==> config.mk <==
export PLATFORM = sky130hd
export DESIGN_NAME = adc_sequencer
export DESIGN_NICKNAME = d
export VERILOG_FILES = /design/src/common/adc_seq_pkg.sv /design/src/verilog/result_fifo.sv /design/src/verilog/adc_sequencer.sv
export SDC_FILE = /design/constraint.sdc
export NUM_CORES = 1
export LEC_CHECK = 0
export ABC_AREA = 1
export BUFFER_PORTS_ARGS = -buffer_cell sky130_fd_sc_hd__buf_2
export CAP_MARGIN = 40
export CORE_ASPECT_RATIO = 1.2
export CORE_MARGIN = 4
export CORE_UTILIZATION = 40
export DETAILED_ROUTE_END_ITERATION = 8
export SLEW_MARGIN = 20
export SYNTH_ARGS = -nofsm -noshare
export SYNTH_HDL_FRONTEND = slang
export SYNTH_SLANG_ARGS = --single-unit
==> constraint.sdc <==
create_clock -name clk -period 3.8 [get_ports clk]
set_input_delay 0.76 -clock clk [delete_from_list [all_inputs] [get_ports clk]]
set_output_delay 0.76 -clock clk [all_outputs]
set_load 0.01 [all_outputs]
==> src/common/adc_seq_pkg.sv <==
// Shared constants and carrier types for the converter sequencer port
package adc_seq_pkg;
    localparam int unsigned CLK_PER_CONV = 14;      // Conversion clocks per channel
    localparam int unsigned INT_OSC_DIV = 4;        // Internal oscillator half period in clk cycles
    localparam int unsigned NUM_CH = 4;
    localparam int unsigned RES_W = 12;
    localparam int unsigned RES_MSB = 11;
    localparam logic [3:0] CH_MASK_RESET = 4'h0;
    localparam int unsigned EOC_PULSE_CYC = 1;       // Low width of end-of-conversion pulse

    // Host bus pins after synchronisation
    typedef struct packed {
        logic cs_n;
        logic rd_n;
        logic wr_n;
    } host_strobes_t;

    // Result word handed from converter to the output buffer
    typedef struct packed {
        logic [1:0] channel;
        logic [11:0] code;
    } result_word_t;
endpackage : adc_seq_pkg

==> src/verilog/result_fifo.sv <==
// Small valid/ready FIFO holding converted result words
module result_fifo #(
    parameter int unsigned WIDTH = 14,
    parameter int unsigned DEPTH = 4
) (
    // Clock and reset
    input wire logic clk,
    input wire logic rst,
    // Fill side
    input wire logic in_valid,
    output logic in_ready,
    input wire logic [WIDTH-1:0] in_data,
    // Drain side
    output logic out_valid,
    input wire logic out_ready,
    output logic [WIDTH-1:0] out_data
);
    localparam int unsigned AW = $clog2(DEPTH);
    typedef struct packed {
        logic [AW:0] wr_ptr;
        logic [AW:0] rd_ptr;
    } fifo_state_t;
    fifo_state_t state;
    fifo_state_t next_state;
    logic [WIDTH-1:0] mem [DEPTH];
    logic full;
    logic empty;

    // Full and empty from pointer wrap bits
    assign empty = state.wr_ptr == state.rd_ptr;
    assign full = (state.wr_ptr[AW-1:0] == state.rd_ptr[AW-1:0]) && (state.wr_ptr[AW] != state.rd_ptr[AW]);
    assign in_ready = !full;
    assign out_valid = !empty;
    assign out_data = mem[state.rd_ptr[AW-1:0]];

    // Pointer advance
    always_comb begin
        next_state = state;
        if (in_valid && !full) begin
            next_state.wr_ptr = state.wr_ptr + 1'b1;
        end
        if (out_ready && !empty) begin
            next_state.rd_ptr = state.rd_ptr + 1'b1;
        end
    end

    // State and storage
    always_ff @(posedge clk) begin
        if (rst) begin
            state <= '0;
        end else begin
            state <= next_state;
        end
        if (in_valid && !full) begin
            mem[state.wr_ptr[AW-1:0]] <= in_data;
        end
    end
endmodule : result_fifo

==> src/verilog/adc_sequencer.sv <==
// Conversion sequencer and parallel host port of a four-channel simultaneous converter
module adc_sequencer #(
    parameter bit BIPOLAR = 1'b1,
    parameter int unsigned FIFO_DEPTH = 4
) (
    // Clock and reset
    input wire logic clk,
    input wire logic rst,
    // Conversion control pins
    input wire logic clock_source_select,
    input wire logic conversion_clock_in,
    input wire logic sample_start_n,
    input wire logic sequence_source_select,
    input wire logic [3:0] hw_channel_pins,
    // Host strobes
    input wire logic cs_n,
    input wire logic rd_n,
    input wire logic wr_n,
    // Data lines
    output logic [5:0] result_bits_high,
    output logic [1:0] result_bits_mid,
    output logic high_lines_oe,
    input wire logic [3:0] shared_low_data_in,
    output logic [3:0] shared_low_data_lines,
    output logic shared_low_oe,
    // Analog core interface
    input wire logic [11:0] sample_code,
    output logic [1:0] sample_channel,
    output logic hold,
    // Status
    output logic busy,
    output logic eoc_n
);
    localparam int unsigned CW = $clog2(adc_seq_pkg::CLK_PER_CONV + 1);

    typedef enum logic [1:0] {
        ST_IDLE = 2'b01,
        ST_CONV = 2'b10
    } seq_state_t;

    typedef struct packed {
        logic [2:0] conv_clk_sync;
        logic [2:0] start_sync;
        logic [2:0] cs_sync;
        logic [2:0] rd_sync;
        logic [2:0] wr_sync;
        logic conv_lvl;
        logic start_lvl;
        logic cs_lvl;
        logic rd_lvl;
        logic wr_lvl;
        logic [3:0] ch_mask;
        logic [3:0] seq_set;
        seq_state_t fsm;
        logic [1:0] chan;
        logic [CW-1:0] clk_count;
        logic [7:0] osc_div;
        logic osc;
        logic busy;
        logic eoc_n;
        logic hold;
        logic [11:0] out_word;
        logic drive;
    } core_state_t;

    core_state_t state;
    core_state_t next_state;
    adc_seq_pkg::result_word_t push_word;
    adc_seq_pkg::result_word_t pop_word;
    logic push_valid;
    logic push_ready;
    logic pop_valid;
    logic pop_ready;
    logic conv_edge;
    logic conv_now;
    logic start_now;
    logic cs_now;
    logic rd_now;
    logic wr_now;
    logic start_rise;
    logic wr_rise;
    logic rd_fall;
    logic reading;
    logic [3:0] remaining;
    logic [1:0] next_chan;

    // Stable views of asynchronous pins from the last two stages
    function automatic logic settled(input logic [2:0] s, input logic prev);
        settled = (s[1] == s[2]) ? s[1] : prev;
    endfunction : settled

    // Settled levels: a pin change counts once the second and third stages agree
    assign conv_now = settled(state.conv_clk_sync, state.conv_lvl);
    assign start_now = settled(state.start_sync, state.start_lvl);
    assign cs_now = settled(state.cs_sync, state.cs_lvl);
    assign rd_now = settled(state.rd_sync, state.rd_lvl);
    assign wr_now = settled(state.wr_sync, state.wr_lvl);

    // Edges of the settled levels
    assign start_rise = start_now && !state.start_lvl;
    assign reading = !state.cs_lvl && !state.rd_lvl;
    assign wr_rise = wr_now && !state.wr_lvl && !state.cs_lvl && state.rd_lvl;
    assign rd_fall = !rd_now && state.rd_lvl && !cs_now;

    // Conversion clock edge: internal divider or external input
    always_comb begin
        if (clock_source_select) begin
            conv_edge = conv_now && !state.conv_lvl;
        end else begin
            conv_edge = (state.osc_div == 8'(adc_seq_pkg::INT_OSC_DIV - 1)) && !state.osc;
        end
    end

    // Remaining selected channels above the current one, ascending
    always_comb begin
        remaining = '0;
        next_chan = state.chan;
        for (int i = adc_seq_pkg::NUM_CH - 1; i >= 0; i--) begin
            if (state.seq_set[i] && (i > int'(state.chan))) begin
                remaining[i] = 1'b1;
                next_chan = 2'(i);
            end
        end
    end

    // Result push after each conversion, popped on read
    assign push_word.channel = state.chan;
    assign push_word.code = sample_code;
    assign push_valid = (state.fsm == ST_CONV) && conv_edge
        && (state.clk_count == CW'(adc_seq_pkg::CLK_PER_CONV - 1));
    assign pop_ready = rd_fall;

    // Next state of the whole block
    always_comb begin
        next_state = state;
        next_state.conv_clk_sync = {state.conv_clk_sync[1:0], conversion_clock_in};
        next_state.start_sync = {state.start_sync[1:0], sample_start_n};
        next_state.cs_sync = {state.cs_sync[1:0], cs_n};
        next_state.rd_sync = {state.rd_sync[1:0], rd_n};
        next_state.wr_sync = {state.wr_sync[1:0], wr_n};
        next_state.conv_lvl = conv_now;
        next_state.start_lvl = start_now;
        next_state.cs_lvl = cs_now;
        next_state.rd_lvl = rd_now;
        next_state.wr_lvl = wr_now;
        next_state.osc_div = (state.osc_div == 8'(adc_seq_pkg::INT_OSC_DIV - 1)) ? 8'h00 : state.osc_div + 8'h01;
        if (state.osc_div == 8'(adc_seq_pkg::INT_OSC_DIV - 1)) begin
            next_state.osc = !state.osc;
        end
        next_state.eoc_n = 1'b1;
        if (wr_rise) begin
            next_state.ch_mask = shared_low_data_in;
        end
        unique case (state.fsm)
            ST_IDLE: begin
                if (start_rise) begin
                    next_state.seq_set = sequence_source_select ? state.ch_mask : hw_channel_pins;
                    next_state.hold = 1'b1;
                    next_state.clk_count = '0;
                    if ((sequence_source_select ? state.ch_mask : hw_channel_pins) != 4'h0) begin
                        next_state.busy = 1'b1;
                        next_state.fsm = ST_CONV;
                        next_state.chan = 2'h0;
                        for (int i = adc_seq_pkg::NUM_CH - 1; i >= 0; i--) begin
                            if ((sequence_source_select ? state.ch_mask[i] : hw_channel_pins[i])) begin
                                next_state.chan = 2'(i);
                            end
                        end
                    end else begin
                        next_state.hold = 1'b0;
                    end
                end
            end
            ST_CONV: begin
                if (conv_edge) begin
                    if (state.clk_count == CW'(adc_seq_pkg::CLK_PER_CONV - 1)) begin
                        if (push_ready) begin
                            next_state.clk_count = '0;
                            next_state.eoc_n = 1'b0;
                            if (remaining == 4'h0) begin
                                next_state.fsm = ST_IDLE;
                                next_state.busy = 1'b0;
                                next_state.hold = 1'b0;
                            end else begin
                                next_state.chan = next_chan;
                            end
                        end
                    end else begin
                        next_state.clk_count = state.clk_count + CW'(1);
                    end
                end
            end
        endcase
        // Read latches the oldest result; empty buffer shows zero
        if (rd_fall) begin
            next_state.out_word = pop_valid ? pop_word.code : 12'h000;
        end
        next_state.drive = reading;
    end

    // Register the state
    always_ff @(posedge clk) begin
        if (rst) begin
            state <= '0;
            state.start_sync <= 3'h7;
            state.cs_sync <= 3'h7;
            state.rd_sync <= 3'h7;
            state.wr_sync <= 3'h7;
            state.start_lvl <= 1'b1; // Idle high levels, so no false edge after reset
            state.cs_lvl <= 1'b1;
            state.rd_lvl <= 1'b1;
            state.wr_lvl <= 1'b1;
            state.ch_mask <= adc_seq_pkg::CH_MASK_RESET;
            state.fsm <= ST_IDLE;
            state.eoc_n <= 1'b1;
        end else begin
            state <= next_state;
        end
    end

    result_fifo #(
        .WIDTH($bits(adc_seq_pkg::result_word_t)),
        .DEPTH(FIFO_DEPTH)
    ) u_fifo (
        .clk(clk),
        .rst(rst),
        .in_valid(push_valid),
        .in_ready(push_ready),
        .in_data(push_word),
        .out_valid(pop_valid),
        .out_ready(pop_ready),
        .out_data(pop_word)
    );

    // Pin outputs, all from flip-flops
    assign result_bits_high = state.out_word[adc_seq_pkg::RES_MSB -: 6];
    assign result_bits_mid = state.out_word[5:4];
    assign shared_low_data_lines = state.out_word[3:0];
    assign high_lines_oe = state.drive;
    assign shared_low_oe = state.drive;
    assign sample_channel = state.chan;
    assign hold = state.hold;
    assign busy = state.busy;
    assign eoc_n = state.eoc_n;
endmodule : adc_sequencer

# Yosys cells after proc, flatten, opt, wreduce, memory -nomap -nowiden
# Memory sizes are Yosys's and may differ from the RTL's. A register that Yosys moved wholly into a read port is not among the register bits.
# Index checks and enable logic that the tools add are counted.
# word_totals
mem_count	1
regBits	67
ramBits	56
out_inout_bits	19
# memory_table
name	words	word_bits	read_ports	rd_clocked_by_memory_dff	write_ports	line_no	rtl
u_fifo.mem	4	14	1	1	1	result_fifo.sv:25	logic [WIDTH-1:0] mem [DEPTH];
# op_classes
n_bitwise	3
order_cmp	3
n_reduce_logical	36
eq_ne	21
n_mux	45
add_sub_neg	4
# op_table
op	count
8-bit 2-to-1 mux	3
2-bit 2-to-1 mux	11
1-bit 2-to-1 mux	20
1-bit logical AND	17
4-bit 2-to-1 mux	4
8-bit one-hot mux with 2 select lines	1
12-bit 2-to-1 mux	1
1-bit logical NOT	10
2-bit != test (second input constant)	5
3-bit 2-to-1 mux	3
8-bit by 1-bit adder with 8-bit output (second input constant)	1
8-bit by 2-bit == test with 1-bit output (second input constant)	1
7-bit AND reduction	1
3-bit by 1-bit adder with 3-bit output (second input constant)	2
6-bit AND reduction	1
1-bit == test	5
5-bit AND reduction	1
4-bit by 1-bit adder with 4-bit output (second input constant)	1
4-bit == test (second input constant)	1
2-bit greater-than comparator (first input constant)	2
4-bit logical NOT	1
2-bit by 1-bit != test with 1-bit output (second input constant)	2
4-bit != test (second input constant)	1
1-bit one-hot mux with 2 select lines	2
other kinds (13)	15

# Logic depth before layout (Yosys ltp)
# Gate-level depths: netlist of run 1.
# depth
depth_word	10
mapped_depth	11
depth_no_buf	11

# Modules after synthesis
# From an unflattened synthesis of run 1, not the netlist that was laid out.
# unflattened
cells_unflattened	542
hier_area_um2	5241.3
# by_module_without_submodules
mod	cells_per_inst	seq_area_each_um2	n_inst	area_each_um2
adc_sequencer	333	1181.1	1	2657.5
result_fifo	209	1841.8	1	2583.7

# Worst setup path after synthesis of run 1
# Ideal clock, no wire load.
# synth_path
path_kind	input-to-reg
start	in clock_source_select
end	mem u_fifo.mem[0][0] (enable)
setup_slack_ns	1.611
n_path_buf	0
arrival_time_ns	1.809
cell_stages	6
setup_time_ns	0.380
path_cell_list	inv_1 nor2_1 nand3_1 nand2_1 nand2_2 nor2_1
# synth_between
elab_chain_cells	6
# synth_rtl
item	line_no	rtl
start: declaration	adc_sequencer.sv:10	input wire logic clock_source_select,
1-bit 2-to-1 mux	adc_sequencer.sv:107	if (clock_source_select) begin
1-bit logical AND	adc_sequencer.sv:129	assign push_valid = (state.fsm == ST_CONV) && conv_edge
1-bit logical AND	adc_sequencer.sv:130	&& (state.clk_count == CW'(adc_seq_pkg::CLK_PER_CONV - 1));
1-bit logical AND	result_fifo.sv:54	if (in_valid && !full) begin
1-bit 2-to-1 mux	result_fifo.sv:54	
1-bit 2-to-1 mux (implied by the code)	result_fifo.sv:55	mem[state.wr_ptr[AW-1:0]] <= in_data;
end: declaration	result_fifo.sv:25	
# No other way between the ends.

# Worst setup path in the final report of run 1
# layout_path
start	reg state[25] (netlist bit)
end	mem u_fifo.mem[3][7] (enable)
# layout_between
elab_chain_cells	5
# layout_rtl
item	line_no	rtl
start: declaration	adc_sequencer.sv:66	core_state_t state;
start signal: assignment	adc_sequencer.sv:217	state <= next_state;
4-bit == test	adc_sequencer.sv:130	
1-bit logical AND	adc_sequencer.sv:130	
1-bit logical AND	result_fifo.sv:54	
1-bit 2-to-1 mux	result_fifo.sv:54	
1-bit 2-to-1 mux (implied by the code)	result_fifo.sv:55	
# No other way between the ends.

==> results.py, run 1 <==
metrics = {
    "outcome": {
        "status": "complete, no violations",
    },
    "route": {
        "routed_wl_microns": 8970,
        "viasPerCell": 4.653,
        "dr.pass1.iters": 6,
        "wire_per_inst_microns": 12.56,
        "remaining_drc_errors": 0,
        "num_vias": 3322,
        "drt_iter0_markers": 156,
        "postRouteAntennaNets": 0,
    },
    "global_route": {
        "grt_use_met3_pct": 4.114,
        "track_usage_pct": 13.99,
        "grt_pass1_wl_microns": 15150,
        "antenna_found_initial": 0,
        "grt_max_degree": 38,
        "busiest_layer": "met2",
        "grt_pass1_vias": 3197,
        "met1_usage_pct": 17.56,
        "grt_overflow": 0,
        "grt_use_met2_pct": 22.40,
    },
    "floorplanning": {
        "die_x_microns": 108.3,
        "top_level_ports": 48,
        "coreArea_sq_um": 11670,
        "initial_core_util_pct": 41.39,
        "rows": 43,
        "die_h_microns": 128.4,
        "die_area_sq_um": 13910,
    },
    "critical_path": {
        "reg2reg_from": "state[25]",
        "cp-end-kind": "register",
        "reg2reg_depth": 7,
        "cp_slowest_stage_delay_ns": 0.40,
        "worst-path-buf-inv": 1,
        "worstSetupPathType": "reg -> reg",
        "crit_fanout": 12,
        "crit_family": "simple AND/OR/NAND/NOR gates",
        "r2r_end": "u_fifo.mem[3][7]",
        "crit_path_start_kind": "register",
        "cpMostUsedCell": "nand2_2",
        "path_cells": "ha_1, nand3_1, nor2_4, nand2_2, a21oi_2, nand2_2, inv_1",
        "worst-endpoint-required_ns": 3.84,
        "worstPathArrival_ns": 1.98,
        "r2r_slack_ns": 1.86,
        "cp_slowest_cell": "dfxtp_1",
    },
    "power": {
        "p_leak_nw": 2.247,
        "ir_worst_vdd_mv": 0.3162,
        "power.total_mw": 3.178,
        "power_density_nw_per_um2": 556.9,
    },
    "logic_synthesis": {
        "post-synth-top-count-cell": "nand2_1",
        "ys_async_sr_fraction_pct": 0,
        "ys_top_cells_by_area": "edfxtp_1, dfxtp_1, nand2_1",
        "synth_cell_type_count": 38,
        "synth_top_area_share_pct": 29.83,
        "ys_ff_latch": 115,
        "ys.flop_type": "dfxtp_1",
        "yosys.area.top_type": "edfxtp_1",
        "synth-edff-count": 48,
        "syn_inst": 503,
        "synth_fp_nets": 540,
        "yosys-top-cells-count": "nand2_1, nor2_1, dfxtp_1",
        "ys_seq_area_share_pct": 57.59,
        "yosys_warnings": 0,
        "syn_avg_cell_area_sq_um": 9.607,
        "syn_area_sq_um": 4832,
    },
    "clock_network": {
        "h-tree-depth": 4,
        "holdBufCountCts": 0,
        "post-cts-setup-buffers": 0,
        "clk_latency_ns": 0.41,
        "cts-root-buf": "clkbuf_16",
        "cts_resized": 0,
        "cts_tree": "yes",
        "cts_made_buffers": 17,
        "clk_pin_slew_ns": 0.06,
        "clock_path_buffers": 2,
        "clkSinkCount": 115,
    },
    "timing": {
        "whs_ns": 0.4069,
        "fmax_ghz": 0.5162,
        "max_slew_margin_pct": 51.87,
        "rsz0062_at_grt": "false",
        "max_slew.worst_pin.slew_ns": 0.7210,
        "fin_skew_ns": 0.006504,
        "hold_violations": 0,
        "slew_violations": 0,
        "fin_crit_ns": 1.937,
        "period_share_pct": 50.98,
        "report.final.setup_viol": 0,
        "fin_setup_tns_ns": 0,
    },
    "flow_run": {
        "cap_violations": 0,
    },
    "final_layout": {
        "fill_cells": 1110,
        "syn2layout_area_growth_pct": 18.10,
        "layout.cells.non_filler": 714,
        "n_antenna_cell": 0,
        "fin_nets": 581,
        "drive_above_1_share_pct": 25.85,
        "post-route-util_pct": 48.88,
    },
    "hold_path": {
        "hold_depth": 1,
        "min_path_type": "reg -> reg",
        "hp-start": "next_state[47]",
        "hold_end": "next_state[48]",
    },
    "place": {
        "port_buffers": 47,
        "gp_congestion": 0.7513,
        "dp.cells": 681,
        "hpwl_microns": 6063,
    },
}
==> power breakdown <==
part           internal (mW)  switching, mW  leakage (nW)  total [mW]
logic                  0.104          0.180          1.00       0.285
registers               1.32         0.0310         0.976        1.35
clock network          0.969          0.572         0.267        1.54
==> cells in the final DEF (no fill, tap or decap), types with 13 or more instances in the layout <==
cell,netlist,routed
clkbuf_16,0,17
o21ai_0,23,23
edfxtp_1,48,48
nand2_1,79,79
nand2_2,13,13
nand3_1,16,16
dfxtp_1,67,67
a21oi_1,22,22
buf_2,4,47
inv_1,31,31
nor2_1,76,76
==> per-stage QoR <==
step | worst slack [ns] | area [sq um]
global route | 1.684 | 5707
floorplan | 1.611 | 4832
global placement | 1.543 | 5109
detailed placement | 1.534 | 5109
finish | 1.863 | 5707
CTS | 1.828 | 5692
==> layout make-up <==
cell class | instances | area, sq um | area share, %
inverter | 42 | 162.7 | 2.850
clock buffer | 18 | 429.2 | 7.520
multi-input combinational | 316 | 1702 | 29.82
timing repair buffer | 52 | 280.3 | 4.911
sequential | 115 | 2783 | 48.76
tap | 157 | 196.4 | 3.442
clock inverter | 14 | 153.9 | 2.697
==> flip-flops by register name, indices dropped and copies added (netlist names), named ones only <==
| name | flops |
|---|---|
| u_fifo.mem | 48 |
| state | 32 |
| next_state | 10 |
| result_bits_high | 6 |
| u_fifo.state | 6 |
| shared_low_data_lines | 4 |
| result_bits_mid | 2 |
| sample_channel | 2 |
| eoc_n | 1 |
| high_lines_oe | 1 |
| hold | 1 |
==> per-layer routing <==
| metal | routed length (microns) | up-vias |
|---|---|---|
| met3 | 411 | 14 |
| met2 | 4275 | 63 |
| met5 | 0 | - |
| li1 | - | 1741 |
| met1 | 4125 | 1504 |
| met4 | 157 | 0 |
==> cells by family after synthesis <==
| logic type | after synthesis | share of synthesized area (%) |
|---|---|---|
| AO/OA/AOI/OAI | 84 | 10.82 |
| XOR/XNOR | 6 | 1.088 |
| adder cells (fa/ha/maj) | 8 | 2.072 |
| buffers and inverters | 72 | 7.198 |
| flip-flops | 115 | 57.59 |
| AND/OR/NAND/NOR | 218 | 21.23 |
==> worst max path at each step <==
stage,from,to,slack (ns),depth (start not counted)
floorplan,clock_source_select,u_fifo.mem[0][0],1.61,6
global placement,clock_source_select,u_fifo.mem[3][6],1.54,7
detailed placement,clock_source_select,u_fifo.mem[3][6],1.53,7
CTS,state[17],u_fifo.mem[3][1],1.83,7
global route,state[17],u_fifo.mem[3][1],1.68,7
finish,state[25],u_fifo.mem[3][7],1.86,7
No activity file was read; power rests on OpenSTA's default activity.
==> inputs of run 2 (changes only) <==
Clock period 3.8 ns to 1.78 ns, I/O delays scaled along.
==> results.py, run 2 (synthesis gave the netlist of run 1 again) <==
metrics = {
    "outcome": {
        "status": "complete, no violations",
    },
    "timing": {
        "period_share_pct": 94.55,
        "fin_crit_ns": 1.683,
        "fmax_ghz": 0.5942,
        "fin_skew_ns": 0.01112,
        "report.final.setup_viol": 0,
        "max_slew_margin_pct": 53.52,
        "slew_violations": 0,
        "hold_violations": 0,
        "max_slew.worst_pin.slew_ns": 0.6962,
    },
    "floorplanning": {
        "rows": 43,
        "die_h_microns": 128.4,
        "top_level_ports": 48,
        "die_area_sq_um": 13910,
        "die_x_microns": 108.3,
        "initial_core_util_pct": 41.39,
        "coreArea_sq_um": 11670,
    },
    "final_layout": {
        "layout.cells.non_filler": 725,
        "syn2layout_area_growth_pct": 20.74,
        "regArea_sq_um": 2785,
        "final_cell_mix": "nand2_1, nor2_1, dfxtp_1, edfxtp_1, buf_2",
        "layout.cells.most_common": "nand2_1",
        "multiInputGateArea_sq_um": 1757,
        "finalInstanceArea_sq_um": 5834,
        "post-route-util_pct": 49.97,
        "fill_cells": 1071,
        "fin_nets": 592,
        "largest_reg_flops": 48,
        "n_antenna_cell": 0,
        "drive_above_1_share_pct": 29.05,
    },
    "clock_network": {
        "clk_pin_slew_ns": 0.06,
        "cts-root-buf": "clkbuf_16",
        "cts_made_buffers": 17,
        "h-tree-depth": 4,
        "clock_path_buffers": 2,
        "cts_tree": "yes",
        "holdBufCountCts": 0,
        "clkSinkCount": 115,
        "clk_latency_ns": 0.42,
    },
    "global_route": {
        "grt_pass1_vias": 3371,
        "antenna_found_initial": 0,
        "grt_pass1_wl_microns": 15890,
        "grt_overflow": 0,
        "grt_max_degree": 25,
        "track_usage_pct": 14.78,
    },
    "route": {
        "postRouteAntennaNets": 0,
        "dr.pass1.iters": 4,
        "routed_wl_microns": 9735,
        "num_vias": 3452,
        "drt_iter0_markers": 202,
        "viasPerCell": 4.761,
        "wire_per_inst_microns": 13.43,
        "remaining_drc_errors": 0,
    },
    "power": {
        "p_leak_nw": 2.308,
        "power_density_nw_per_um2": 1133,
        "ir_worst_vdd_mv": 0.4965,
    },
    "place": {
        "gp_congestion": 0.8105,
        "hpwl_microns": 6693,
        "port_buffers": 47,
        "dp.cells": 690,
        "dpl_cell_area_sq_um": 5189,
    },
    "hold_path": {
        "min_path_type": "in -> reg",
    },
    "critical_path": {
        "crit_fanout": 6,
        "worstSetupPathType": "reg -> reg",
        "cp-end-kind": "register",
        "crit_path_start_kind": "register",
        "worst-endpoint-required_ns": 1.90,
        "worstPathArrival_ns": 1.81,
    },
    "flow_run": {
        "cap_violations": 0,
    },
}
run 2: changes by cell type in the layout (fill, tap and decap cells not counted), moves of 3 or more:
cell / delta
nor2_1: -3
buf_4: +6
nor2_4: +3
inv_6: +4
buf_6: +5
run 2: critical path: stages (launching register included):
cell	delay, ns
dfxtp_1	0.33
inv_1	0.08
ha_1	0.16
nand3_2	0.12
nor2_4	0.15
nand2_2	0.08
clkinv_1	0.08
nand2_4	0.09
nor2_4	0.13
buf_4	0.18
run 2: path summary, 6_finish.rpt:
check | start | end | slack (ns) | cells after the start
setup reg to reg | state[26] | u_fifo.mem[0][1] | 0.1 | 9
hold reg to reg | next_state[56] | next_state[57] | 0.41 | 1
setup / recovery | state[26] | u_fifo.mem[0][1] | 0.1 | 9
hold / removal | cs_n | next_state[53] | 0.12 | 2
run 2: final cells by class:
class                           instances  share of cell area [%]
Clock inverter                         15                   2.080
Multi-Input combinational cell        316                   30.11
Timing Repair Buffer                   63                   6.627
Inverter                               42                   2.788
Sequential cell                       115                   47.74
Tap cell                              157                   3.367
Clock buffer                           17                   7.291
run 2: where the power goes:
group	leakage, nW	internal (mW)	switching [mW]
Combinational	1.07	0.238	0.398
Clock	0.258	1.81	1.27
Sequential	0.977	2.82	0.0734
Total	2.31	4.87	1.74
run 2: repair_timing:
item / 4_1_cts / 5_1_grt
endpoints found under the setup margin: 0 / 48
gates resized for setup: 0 / 26
setup buffers: 0 / 0
run 2: layer usage:
layer | vias to the layer above | part of all wire [%] | GRT usage (%)
met5 | - | 0 | 0
met4 | 0 | 1.1 | 6.092
met1 | 1601 | 45 | 18.41
met2 | 75 | 49 | 23.90
li1 | 1764 | - | -
met3 | 12 | 4.8 | 4.566
run 2: metrics by stage:
step / hold slack, ns / worst slack [ns] / TNS (ns) / power, mW
after global placement: 0.3944 / 0.1018 / 0 / 3.564
after floorplan: 0.3883 / -0.1959 / -7.053 / 3.414
after global routing: 0.1195 / -0.005311 / -0.01060 / 6.935
after CTS: 0.1069 / 0.01498 / 0 / 6.697
after detailed placement: 0.3985 / 0.05407 / 0 / 3.585
final: 0.1241 / 0.09703 / 0 / 6.610
